**config.mk**
```make
export PLATFORM = sky130hd
export DESIGN_NAME = brtc_top
export DESIGN_NICKNAME = d
export VERILOG_FILES = /design/src/brtc_pkg.sv /design/src/brtc_top.sv
export VERILOG_INCLUDE_DIRS = /design/src
export SDC_FILE = /design/constraint.sdc
export NUM_CORES = 1
export LEC_CHECK = 0
export BUFFER_PORTS_ARGS = -buffer_cell sky130_fd_sc_hd__buf_2
export CAP_MARGIN = 20
export CORE_ASPECT_RATIO = 0.7
export CORE_MARGIN = 3
export CORE_UTILIZATION = 55
export DETAILED_ROUTE_END_ITERATION = 10
export GPL_TIMING_DRIVEN = 0
export HOLD_SLACK_MARGIN = 0.06
export PLACE_DENSITY = 0.74
export SLEW_MARGIN = 15
export SYNTH_ARGS = -nofsm -noshare
export SYNTH_HDL_FRONTEND = slang
export SYNTH_SLANG_ARGS = --single-unit
```
**constraint.sdc**
```tcl
create_clock -name ref_clk -period 5.5 [get_ports ref_clk]
set_clock_uncertainty 0.05 [all_clocks]
set_input_delay 1.1 -clock ref_clk [delete_from_list [all_inputs] [get_ports ref_clk]]
set_output_delay 1.1 -clock ref_clk [all_outputs]
set_load 0.01 [all_outputs]
```
**src/brtc_regs.svh**
```systemverilog
// Operation
// - Count retries per forwarded cycle; at the selected limit stop and flag timeout.
// - Retry timeout raises system error on a port only where enabled.
// - Limit codes 0,1,2,3,7 give 2^24,2^18,2^12,2^6,2^0; field resets zero.
// - Primary divider code 11,10,01,00 divides by 256,16,8,1.
// - Secondary divider uses the same codes as the primary divider.
// - Base master timeout length is 32K, or 1K when selected.
// - Effective master timeout is base length divided by selected divisor.
// - Both divider fields reset to 00.
`ifndef BRTC_REGS_SVH
`define BRTC_REGS_SVH

// ----------------------------------------------------------------
// Register offsets
// ----------------------------------------------------------------
`define BRTC_OFF_CTRL       8'h00
`define BRTC_OFF_STATUS     8'h04
`define BRTC_OFF_MASK       8'h08
`define BRTC_OFF_ENABLE     8'h0C
`define BRTC_OFF_STATE      8'h10

// ----------------------------------------------------------------
// Field positions and reset values
// ----------------------------------------------------------------
`define BRTC_LIMIT_LSB      0
`define BRTC_RSVD_BIT       3
`define BRTC_PDIV_LSB       4
`define BRTC_SDIV_LSB       6
`define BRTC_CTRL_RESET     8'h00
`define BRTC_MASK_RESET     4'h0
`define BRTC_ENABLE_RESET   3'h0

// ----------------------------------------------------------------
// Timing counts in PCI clocks
// ----------------------------------------------------------------
`define BRTC_BASE_LONG      16'h8000
`define BRTC_BASE_SHORT     16'h0400

`endif

```
**src/brtc_pkg.sv**
```systemverilog
package brtc_pkg;
    typedef enum logic [1:0]
    {
        BRTC_DIV1   = 2'b00,
        BRTC_DIV8   = 2'b01,
        BRTC_DIV16  = 2'b10,
        BRTC_DIV256 = 2'b11
    } brtc_div_t;

    typedef enum logic [1:0]
    {
        BRTC_IDLE = 2'b00,
        BRTC_RUN  = 2'b01,
        BRTC_TOUT = 2'b10
    } brtc_state_t;
endpackage : brtc_pkg

```
**src/brtc_top.sv**
```systemverilog
`timescale 1ns/10ps
`include "brtc_regs.svh"

module brtc_top
(
    // Clock and reset
    input  wire logic        ref_clk,
    input  wire logic        rst_b,
    // AXI4-Lite write address
    input  wire logic [7:0]  awaddr,
    input  wire logic        awvalid,
    output logic             awready,
    // AXI4-Lite write data
    input  wire logic [31:0] wdata,
    input  wire logic [3:0]  wstrb,
    input  wire logic        wvalid,
    output logic             wready,
    // AXI4-Lite write response
    output logic [1:0]       bresp,
    output logic             bvalid,
    input  wire logic        bready,
    // AXI4-Lite read address
    input  wire logic [7:0]  araddr,
    input  wire logic        arvalid,
    output logic             arready,
    // AXI4-Lite read data
    output logic [31:0]      rdata,
    output logic [1:0]       rresp,
    output logic             rvalid,
    input  wire logic        rready,
    // Retry events from the forwarding engine (same clock)
    input  wire logic        cycStart,
    input  wire logic        cycRetry,
    input  wire logic        cycDone,
    input  wire logic        cycIsPrimary,
    // Master timeout pacing (same clock)
    input  wire logic        priMtStart,
    input  wire logic        secMtStart,
    input  wire logic        mtShortSel,
    // Results
    output logic             retryStop_r,
    output logic             priSerr_r,
    output logic             secSerr_r,
    output logic             priMtExpire_r,
    output logic             secMtExpire_r,
    output logic             irq_r
);

    // ------------------------------------------------------------
    // Reset synchroniser
    // ------------------------------------------------------------
    logic rstMeta_r;
    logic rstSync_r;

    // Release is delayed two clocks so every flop leaves reset together
    always_ff @(posedge ref_clk or negedge rst_b)
    begin
        if (!rst_b)
        begin
            rstMeta_r <= 1'b0;
            rstSync_r <= 1'b0;
        end
        else
        begin
            rstMeta_r <= 1'b1;
            rstSync_r <= rstMeta_r;
        end
    end

    // ------------------------------------------------------------
    // Registers
    // ------------------------------------------------------------
    logic [7:0]  ctrl_r;
    logic [3:0]  status_r;
    logic [3:0]  mask_r;
    logic [2:0]  enable_r;   // [0] pri serr, [1] sec serr, [2] stored and readable but unused
    logic [24:0] retryCnt_r;
    logic [15:0] priCnt_r;
    logic [15:0] secCnt_r;
    logic        priRun_r;
    logic        secRun_r;
    brtc_pkg::brtc_state_t state_r;

    logic        wrFire;
    logic        haveAw_r;
    logic        haveW_r;
    logic [7:0]  awAddr_r;
    logic [31:0] wData_r;
    logic [3:0]  wStrb_r;
    logic        tout;
    logic        priEnd;
    logic        secEnd;
    logic [3:0]  evt;

    assign wrFire = haveAw_r && haveW_r && !bvalid;

    // Write channels accepted in either order, held until response
    always_ff @(posedge ref_clk or negedge rstSync_r)
    begin
        if (!rstSync_r)
        begin
            haveAw_r <= 1'b0;
            haveW_r  <= 1'b0;
            awAddr_r <= 8'h00;
            wData_r  <= 32'h0000_0000;
            wStrb_r  <= 4'h0;
            awready  <= 1'b0;
            wready   <= 1'b0;
            bvalid   <= 1'b0;
            bresp    <= 2'b00;
        end
        else
        begin
            awready <= !haveAw_r && !awready && awvalid;
            wready  <= !haveW_r && !wready && wvalid;
            if (awvalid && awready)
            begin
                haveAw_r <= 1'b1;
                awAddr_r <= awaddr;
            end
            if (wvalid && wready)
            begin
                haveW_r <= 1'b1;
                wData_r <= wdata;
                wStrb_r <= wstrb;
            end
            if (wrFire)
            begin
                bvalid   <= 1'b1;
                bresp    <= (awAddr_r == `BRTC_OFF_CTRL || awAddr_r == `BRTC_OFF_STATUS
                             || awAddr_r == `BRTC_OFF_MASK || awAddr_r == `BRTC_OFF_ENABLE
                             || awAddr_r == `BRTC_OFF_STATE) ? 2'b00 : 2'b10;
                haveAw_r <= 1'b0;
                haveW_r  <= 1'b0;
            end
            else if (bvalid && bready)
            begin
                bvalid <= 1'b0;
            end
        end
    end

    // Control register; reserved bit never stored
    always_ff @(posedge ref_clk or negedge rstSync_r)
    begin
        if (!rstSync_r)
        begin
            ctrl_r   <= `BRTC_CTRL_RESET;
            mask_r   <= `BRTC_MASK_RESET;
            enable_r <= `BRTC_ENABLE_RESET;
        end
        else if (wrFire && wStrb_r[0])
        begin
            if (awAddr_r == `BRTC_OFF_CTRL)
            begin
                ctrl_r <= wData_r[7:0] & 8'hF7;
            end
            if (awAddr_r == `BRTC_OFF_MASK)
            begin
                mask_r <= wData_r[3:0];
            end
            if (awAddr_r == `BRTC_OFF_ENABLE)
            begin
                enable_r <= wData_r[2:0];
            end
        end
    end

    // ------------------------------------------------------------
    // Retry counter
    // ------------------------------------------------------------
    function automatic logic [24:0] limitOf(input logic [2:0] code);
        logic [24:0] lim;
        lim = 25'h000_0000;
        unique case (code)
            3'h0:    lim = 25'h100_0000;
            3'h1:    lim = 25'h004_0000;
            3'h2:    lim = 25'h000_1000;
            3'h3:    lim = 25'h000_0040;
            3'h7:    lim = 25'h000_0001;
            default: lim = 25'h100_0000; // Undefined codes fall back to the longest
        endcase
        return lim;
    endfunction : limitOf

    assign tout = (state_r == brtc_pkg::BRTC_RUN) && cycRetry
                  && (retryCnt_r + 25'h000_0001 >= limitOf(ctrl_r[2:0]));

    // Count per cycle; a new or finished cycle restarts from zero
    always_ff @(posedge ref_clk or negedge rstSync_r)
    begin
        if (!rstSync_r)
        begin
            state_r     <= brtc_pkg::BRTC_IDLE;
            retryCnt_r  <= 25'h000_0000;
            retryStop_r <= 1'b0;
        end
        else
        begin
            retryStop_r <= 1'b0;
            if (cycDone || cycStart)
            begin
                retryCnt_r <= 25'h000_0000;
                state_r    <= cycStart ? brtc_pkg::BRTC_RUN : brtc_pkg::BRTC_IDLE;
            end
            else if (tout)
            begin
                state_r     <= brtc_pkg::BRTC_TOUT;
                retryStop_r <= 1'b1;
            end
            else if (state_r == brtc_pkg::BRTC_RUN && cycRetry)
            begin
                retryCnt_r <= retryCnt_r + 25'h000_0001;
            end
        end
    end

    // System-error pulses per port, gated by the event enables
    always_ff @(posedge ref_clk or negedge rstSync_r)
    begin
        if (!rstSync_r)
        begin
            priSerr_r <= 1'b0;
            secSerr_r <= 1'b0;
        end
        else
        begin
            priSerr_r <= tout && cycIsPrimary && enable_r[0];
            secSerr_r <= tout && !cycIsPrimary && enable_r[1];
        end
    end

    // ------------------------------------------------------------
    // Master timeout counters
    // ------------------------------------------------------------
    function automatic logic [15:0] mtLen(input logic sel, input logic [1:0] div);
        logic [15:0] base;
        base = sel ? `BRTC_BASE_SHORT : `BRTC_BASE_LONG;
        unique case (brtc_pkg::brtc_div_t'(div))
            brtc_pkg::BRTC_DIV1:   return base;
            brtc_pkg::BRTC_DIV8:   return base >> 3;
            brtc_pkg::BRTC_DIV16:  return base >> 4;
            brtc_pkg::BRTC_DIV256: return base >> 8;
        endcase
        return base;
    endfunction : mtLen

    // A restart reloads the counter, so the run it replaces never expires
    assign priEnd = priRun_r && (priCnt_r == 16'h0001) && !priMtStart;
    assign secEnd = secRun_r && (secCnt_r == 16'h0001) && !secMtStart;

    // Load on start, count down, pulse at expiry
    always_ff @(posedge ref_clk or negedge rstSync_r)
    begin
        if (!rstSync_r)
        begin
            priCnt_r      <= 16'h0000;
            secCnt_r      <= 16'h0000;
            priRun_r      <= 1'b0;
            secRun_r      <= 1'b0;
            priMtExpire_r <= 1'b0;
            secMtExpire_r <= 1'b0;
        end
        else
        begin
            priMtExpire_r <= priEnd;
            secMtExpire_r <= secEnd;
            if (priMtStart)
            begin
                priCnt_r <= mtLen(mtShortSel, ctrl_r[`BRTC_PDIV_LSB +: 2]);
                priRun_r <= 1'b1;
            end
            else if (priRun_r)
            begin
                priCnt_r <= priCnt_r - 16'h0001;
                priRun_r <= !priEnd;
            end
            if (secMtStart)
            begin
                secCnt_r <= mtLen(mtShortSel, ctrl_r[`BRTC_SDIV_LSB +: 2]);
                secRun_r <= 1'b1;
            end
            else if (secRun_r)
            begin
                secCnt_r <= secCnt_r - 16'h0001;
                secRun_r <= !secEnd;
            end
        end
    end

    // ------------------------------------------------------------
    // Interrupt status: set wins over write-one-to-clear
    // ------------------------------------------------------------
    assign evt = {secEnd, priEnd, tout && !cycIsPrimary, tout && cycIsPrimary};

    always_ff @(posedge ref_clk or negedge rstSync_r)
    begin
        if (!rstSync_r)
        begin
            status_r <= 4'h0;
            irq_r    <= 1'b0;
        end
        else
        begin
            if (wrFire && wStrb_r[0] && awAddr_r == `BRTC_OFF_STATUS)
            begin
                status_r <= (status_r & ~wData_r[3:0]) | evt;
            end
            else
            begin
                status_r <= status_r | evt;
            end
            irq_r <= |(status_r & mask_r);
        end
    end

    // ------------------------------------------------------------
    // Read channel, one cycle after address
    // ------------------------------------------------------------
    always_ff @(posedge ref_clk or negedge rstSync_r)
    begin
        if (!rstSync_r)
        begin
            arready <= 1'b0;
            rvalid  <= 1'b0;
            rdata   <= 32'h0000_0000;
            rresp   <= 2'b00;
        end
        else
        begin
            arready <= !arready && !rvalid && arvalid;
            if (arvalid && arready)
            begin
                rvalid <= 1'b1;
                rresp  <= 2'b00;
                unique case (araddr)
                    `BRTC_OFF_CTRL:   rdata <= {24'h00_0000, ctrl_r};
                    `BRTC_OFF_STATUS: rdata <= {28'h000_0000, status_r};
                    `BRTC_OFF_MASK:   rdata <= {28'h000_0000, mask_r};
                    `BRTC_OFF_ENABLE: rdata <= {29'h000_0000, enable_r};
                    `BRTC_OFF_STATE:  rdata <= {5'h00, state_r, retryCnt_r};
                    default:
                    begin
                        rdata <= 32'h0000_0000;
                        rresp <= 2'b10;
                    end
                endcase
            end
            else if (rvalid && rready)
            begin
                rvalid <= 1'b0;
            end
        end
    end

endmodule : brtc_top

```
# Word-level counts from Yosys, hierarchy flattened
# Index checks and enable logic that the tools add are counted.
[word_totals]
register_bits = 147
input_bits = 66
out_inout_bits = 47
elab_cells = 162
[op_classes]
add_sub_neg = 3
magnitude_cmp = 1
n_eq_ne = 22
n_mux = 38
bitwise = 5
reduce_logical = 62
[op_table]
columns = ["op", "n"]
rows = [
  ["$pmux 27 s5", 1],
  ["$pmux 16 s4", 2],
  ["$mux 16", 7],
  ["$pmux 25 s4", 1],
  ["$mux 25", 3],
  ["$eq 16x1->1 const B", 2],
  ["$eq 8x4->1 const B", 4],
  ["$sub 16x1->16 const B", 2],
  ["$add 25x1->25 const B", 1],
  ["$ge 25x25->1", 1],
  ["$logic_and 1x1->1", 25],
  ["$mux 1", 19],
  ["$eq 8x3->1 const B", 2],
  ["$eq 8x5->1 const B", 2],
  ["$logic_not 8->1", 2],
  ["$reduce_bool 2->1", 8],
  ["$logic_not 1->1", 12],
  ["$reduce_or 4->1", 3],
  ["$and 4x4->4", 2],
  ["$eq 2x2->1 const B", 4],
  ["$mux 2", 4],
  ["$or 4x4->4", 2],
  ["$reduce_and 2->1", 4],
  ["$eq 2x1->1 const B", 3],
  ["other kinds (9)", 15],
]

# Logic depth before layout (Yosys ltp)
[logic_depth]
ltp_word = 7
mapped_depth = 15
mapped_depth_nobuf = 14

# Least setup slack after synthesis
# Ideal clock, no wire load.
[synth_path]
path_kind = "register to register"
from = "register retryCnt_r[0]"
to = "register retryCnt_r[14]"
setup_time_ns = 0.066
arrival_time_ns = 3.443
required_ns = 5.384
setup_slack_ns = 1.941
stages_incl_launch_ff = 16
path_buffers = 1
synth_period_minus_slack_ns = 3.559
cell_sequence = "dfrtp_1 > ha_1 > nand2_1 > or3_1 > nor2_1 > xor2_1 > ha_1 > nand3_1 > a211oi_1 > a21oi_1 > o2111ai_2 > a2111oi_4 > nor2_2 > buf_6 > or4_1 > nand2_1"
[synth_via]
elab_chain_cells = 5
word_cells_on_any_way = 8
classes_between = "add/sub: 1; order compare: 1; eq/ne: 1; mux: 3; reduce/logical: 2"
[synth_lines]
columns = ["item", "line_no", "rtl"]
rows = [
  ["start: declaration", "brtc_top.sv:77", "logic [24:0] retryCnt_r;"],
  ["start signal: assignment", "brtc_top.sv:213", "retryCnt_r <= retryCnt_r + 25'h000_0001;"],
  ["$add 25x1->25 *", "brtc_top.sv:187, brtc_top.sv:213", ""],
  ["$ge 25x25->1", "brtc_top.sv:187", "&& (retryCnt_r + 25'h000_0001 >= limitOf(ctrl_r[2:0]));"],
  ["$logic_and 1x1->1", "brtc_top.sv:187", ""],
  ["$ne 2x1->1 (no line)", "-", ""],
  ["$reduce_and 2->1 (no line)", "-", ""],
]
# Every way passes the cells marked *; elsewhere a longest branch is shown, timed or not. The select of a mux whose other input is x is not followed.
# A chain may end at the register's enable or synchronous reset.

# Final worst setup path
[layout_path]
from = "register retryCnt_r[0]"
to = "register retryCnt_r[9]"
# The elaborated chain is that of the path after synthesis.

==> results.sh <==
export IMPL_outcome="finished, final reports clean"
export IMPL_drive_above_1_share=0.218
export IMPL_cp_start_kind="flip-flop"
export IMPL_route_met2_wl_mm=7.78
export IMPL_crit_reg2reg_capture="retryCnt_r[9]$_DFFE_PN0P_"
export IMPL_fp_dieArea_mm2=0.0144
export IMPL_drt_pass1_iter_count=5
export IMPL_synthAdderAreaFrac=0.0176
export IMPL_cts_max_level=4
export IMPL_drc=0
export IMPL_m1WireLength_mm=8.14
export IMPL_gp_congestion=1.01
export IMPL_relSlewSlack=0.350
export IMPL_grt_overflow_total=0
export IMPL_layout_common_cells="dfrtp_1, nand2_1, buf_2"
export IMPL_clock_latency_ps=420
export IMPL_synthFlopType="dfrtp_1"
export IMPL_grt_max_degree=62
export IMPL_p_clk_frac=0.317
export IMPL_synth_edf_count=0
export IMPL_grt_pass1_vias=5764
export IMPL_rows=34
export IMPL_crit_path_max_fanout=10
export IMPL_syn_area_per_cell_um2=9.93
export IMPL_wl_met3_mm=1.69
export IMPL_ys_seq_elements=140
export IMPL_crit_start="retryCnt_r[0]$_DFFE_PN0P_"
export IMPL_syn2layout_area_growth_pct=16.8
export IMPL_setup_viol=0
export IMPL_ys_seq_area_frac=0.491
export IMPL_fin_util=0.663
export IMPL_power_w=0.00330
export IMPL_synth_top_family_by_area="simple AND/OR/NAND/NOR gates"
export IMPL_cts_clk_slew_worst_paths_ps=60
export IMPL_layout_nets=896
export IMPL_cts_root_buf="clkbuf_16"
export IMPL_leakage_nw=3.84
export IMPL_diodes=0
export IMPL_die_h_um=101
export IMPL_finalCritPeriodShare=0.824
export IMPL_routed_wl_mm=17.9
export IMPL_io_pins=113
export IMPL_ys_warn_count=0
export IMPL_worst_hold_slack_ps=207
export IMPL_p_per_area_mw_per_mm2=397
export IMPL_muxShareOfSynthArea=0.0658
export IMPL_path_class="reg2reg"
export IMPL_p_switching_w=0.00110
export IMPL_cts_made_buffers=17
export IMPL_hold_buffers=0
export IMPL_end_kind="flip-flop"
export IMPL_grtUsageTotal=0.258
export IMPL_clock_sinks=140
export IMPL_p_comb_frac=0.248
export IMPL_ir_worst_vdd_mv=0.240
export IMPL_ctsResizeCount=0
export IMPL_syn_inst=718
export IMPL_async_reset_ff_frac=1.00
export IMPL_core_mm2=0.0125
export IMPL_cap_viol_max_count=0
export IMPL_r2r_cells=15
export IMPL_p_int_w=0.00220
export IMPL_rsz0062_at_grt="false"
export IMPL_synth_compound_area_frac=0.124
export IMPL_start_util=0.568
export IMPL_place_hpwl_mm=13.1
export IMPL_final_common_cell="dfrtp_1"
export IMPL_cp_required_ps=5800
export IMPL_dieWidth_um=142
export IMPL_cts_setup_buffers=0
export IMPL_finalHoldViolations=0
export IMPL_worstMarginPinSlew_ps=963
export IMPL_avgViaCountPerCell=5.98
export IMPL_synth_area_mm2=0.00713
export IMPL_hold_path_class="reg2async"
export IMPL_cp_arrival_ps=4830
export IMPL_num_vias=5955
export IMPL_synth_simple_area_share=0.207
export IMPL_synth_xor_area_share=0.0528
export IMPL_endpoint="retryCnt_r[9]$_DFFE_PN0P_"
export IMPL_ant_nets=0
export IMPL_final_max_slew_viol_count=0
export IMPL_switching_share=0.333
export IMPL_p_seq_frac=0.435
export IMPL_portBuffers=75
export IMPL_antenna_found_initial=0
export IMPL_clock_path_buffers=2
export IMPL_fmaxAchievable_ghz=0.221
export IMPL_ff2ff_setup_slack_ps=970
export IMPL_fin_crit_ps=4530
export IMPL_synth_cell_types=62
export IMPL_first_iter_violations=491
export IMPL_grt_pass1_wl_mm=29.2
export IMPL_highest_layer="met4"
export IMPL_r2r_start="retryCnt_r[0]$_DFFE_PN0P_"
export IMPL_wl_per_cell_um=18.0
export IMPL_cts_tree="built"
flip-flops by register name (all words and copies together), names as in the netlist, 2 cells and up:
| name | count |
|---|---|
| state_r | 2 |
| awAddr_r | 8 |
| status_r | 4 |
| secCnt_r | 16 |
| enable_r | 3 |
| rdata | 27 |
| retryCnt_r | 25 |
| priCnt_r | 16 |
| ctrl_r | 7 |
| wData_r | 8 |
| mask_r | 4 |
power groups by stage:
stage | registers [W] | clock network (W) | logic [W]
4_1_cts | 0.00143 | 0.00105 | 0.000814
5_1_grt | 0.00147 | 0.00110 | 0.000914
6_report | 0.00144 | 0.00105 | 0.000819
3_5_place_dp | 0.00145 | 0 | 0.000803
3_3_place_gp | 0.00145 | 0 | 0.000752
2_1_floorplan | 0.00142 | 0 | 0.000609
layout make-up:
class	count	area (um2)
buffer	45	225
clock buffer	19	443
clock inverter	13	92.6
fill	984	4230
inverter	16	60.1
multi-input combinational	523	3360
sequential	140	3510
tap	162	203
timing repair buffer	77	430
worst min-delay path by stage:
stage,cells past startpoint,endpoint,start,slack [ps]
floorplan,0,rstSync_r$_DFF_PN0_,rstMeta_r$_DFF_PN0_,280
global placement,0,rstSync_r$_DFF_PN0_,rstMeta_r$_DFF_PN0_,290
detailed placement,0,secCnt_r[8]$_DFFE_PN0P_,rstSync_r$_DFF_PN0_,220
CTS,0,secCnt_r[3]$_DFFE_PN0P_,rstSync_r$_DFF_PN0_,220
global route,0,rvalid$_DFFE_PN0P_,rstSync_r$_DFF_PN0_,250
finish,0,secCnt_r[3]$_DFFE_PN0P_,rstSync_r$_DFF_PN0_,210
worst max-delay path: stages (launching register included):
cell,delay (ps)
dfrtp_1,390
ha_1,360
nand2_1,180
or3_1,480
nor2_1,230
xor2_1,200
ha_1,280
nand3_1,90
a211oi_1,60
a21oi_1,160
o2111ai_2,170
a2111oi_4,740
o21ai_2,240
clkbuf_1,310
nor4_1,340
o21a_1,180
Yosys cell counts, types with 12 or more instances:
cell type,n,area (um2)
a21oi_1,15,75.1
o21a_1,13,97.6
o21ai_0,46,230
nand4_1,12,75.1
nand3_1,18,90.1
xnor2_1,22,193
nor3_1,26,130
mux2_2,31,349
dfrtp_1,140,3500
nand2_1,92,345
clkbuf_1,23,86.3
nor2_1,54,203
xor2_1,21,184
mux2i_1,12,120
inv_1,16,60.1
cells by family after synthesis:
group                      count (synthesis)
and+or+nand+nor                          285
DFF                                      140
AOI/OAI and AO/OA                        134
buffers and inverters                     61
xor gates and xnor gates                  43
muxes                                     43
adders and majority gates                 10
other                                      2
stage by stage:
stage	setup TNS (ps)	instance area (um2)	setup slack, ps	std cells
after floorplan	0	7150	1260	724
after global placement	-14730	7730	-118	961
after detailed placement	0	7790	1160	963
after CTS	0	8320	1080	995
after global routing	0	8320	710	995
final	0	8320	967	995
routing by layer:
layer | global-route usage | vias up
met2 | 0.380 | 289
met3 | 0.0736 | 34
met4 | 0.0833 | 0
met5 | 0 | -
li1 | - | 2742
met1 | 0.373 | 2890
No activity file was read; power rests on OpenSTA's default activity.
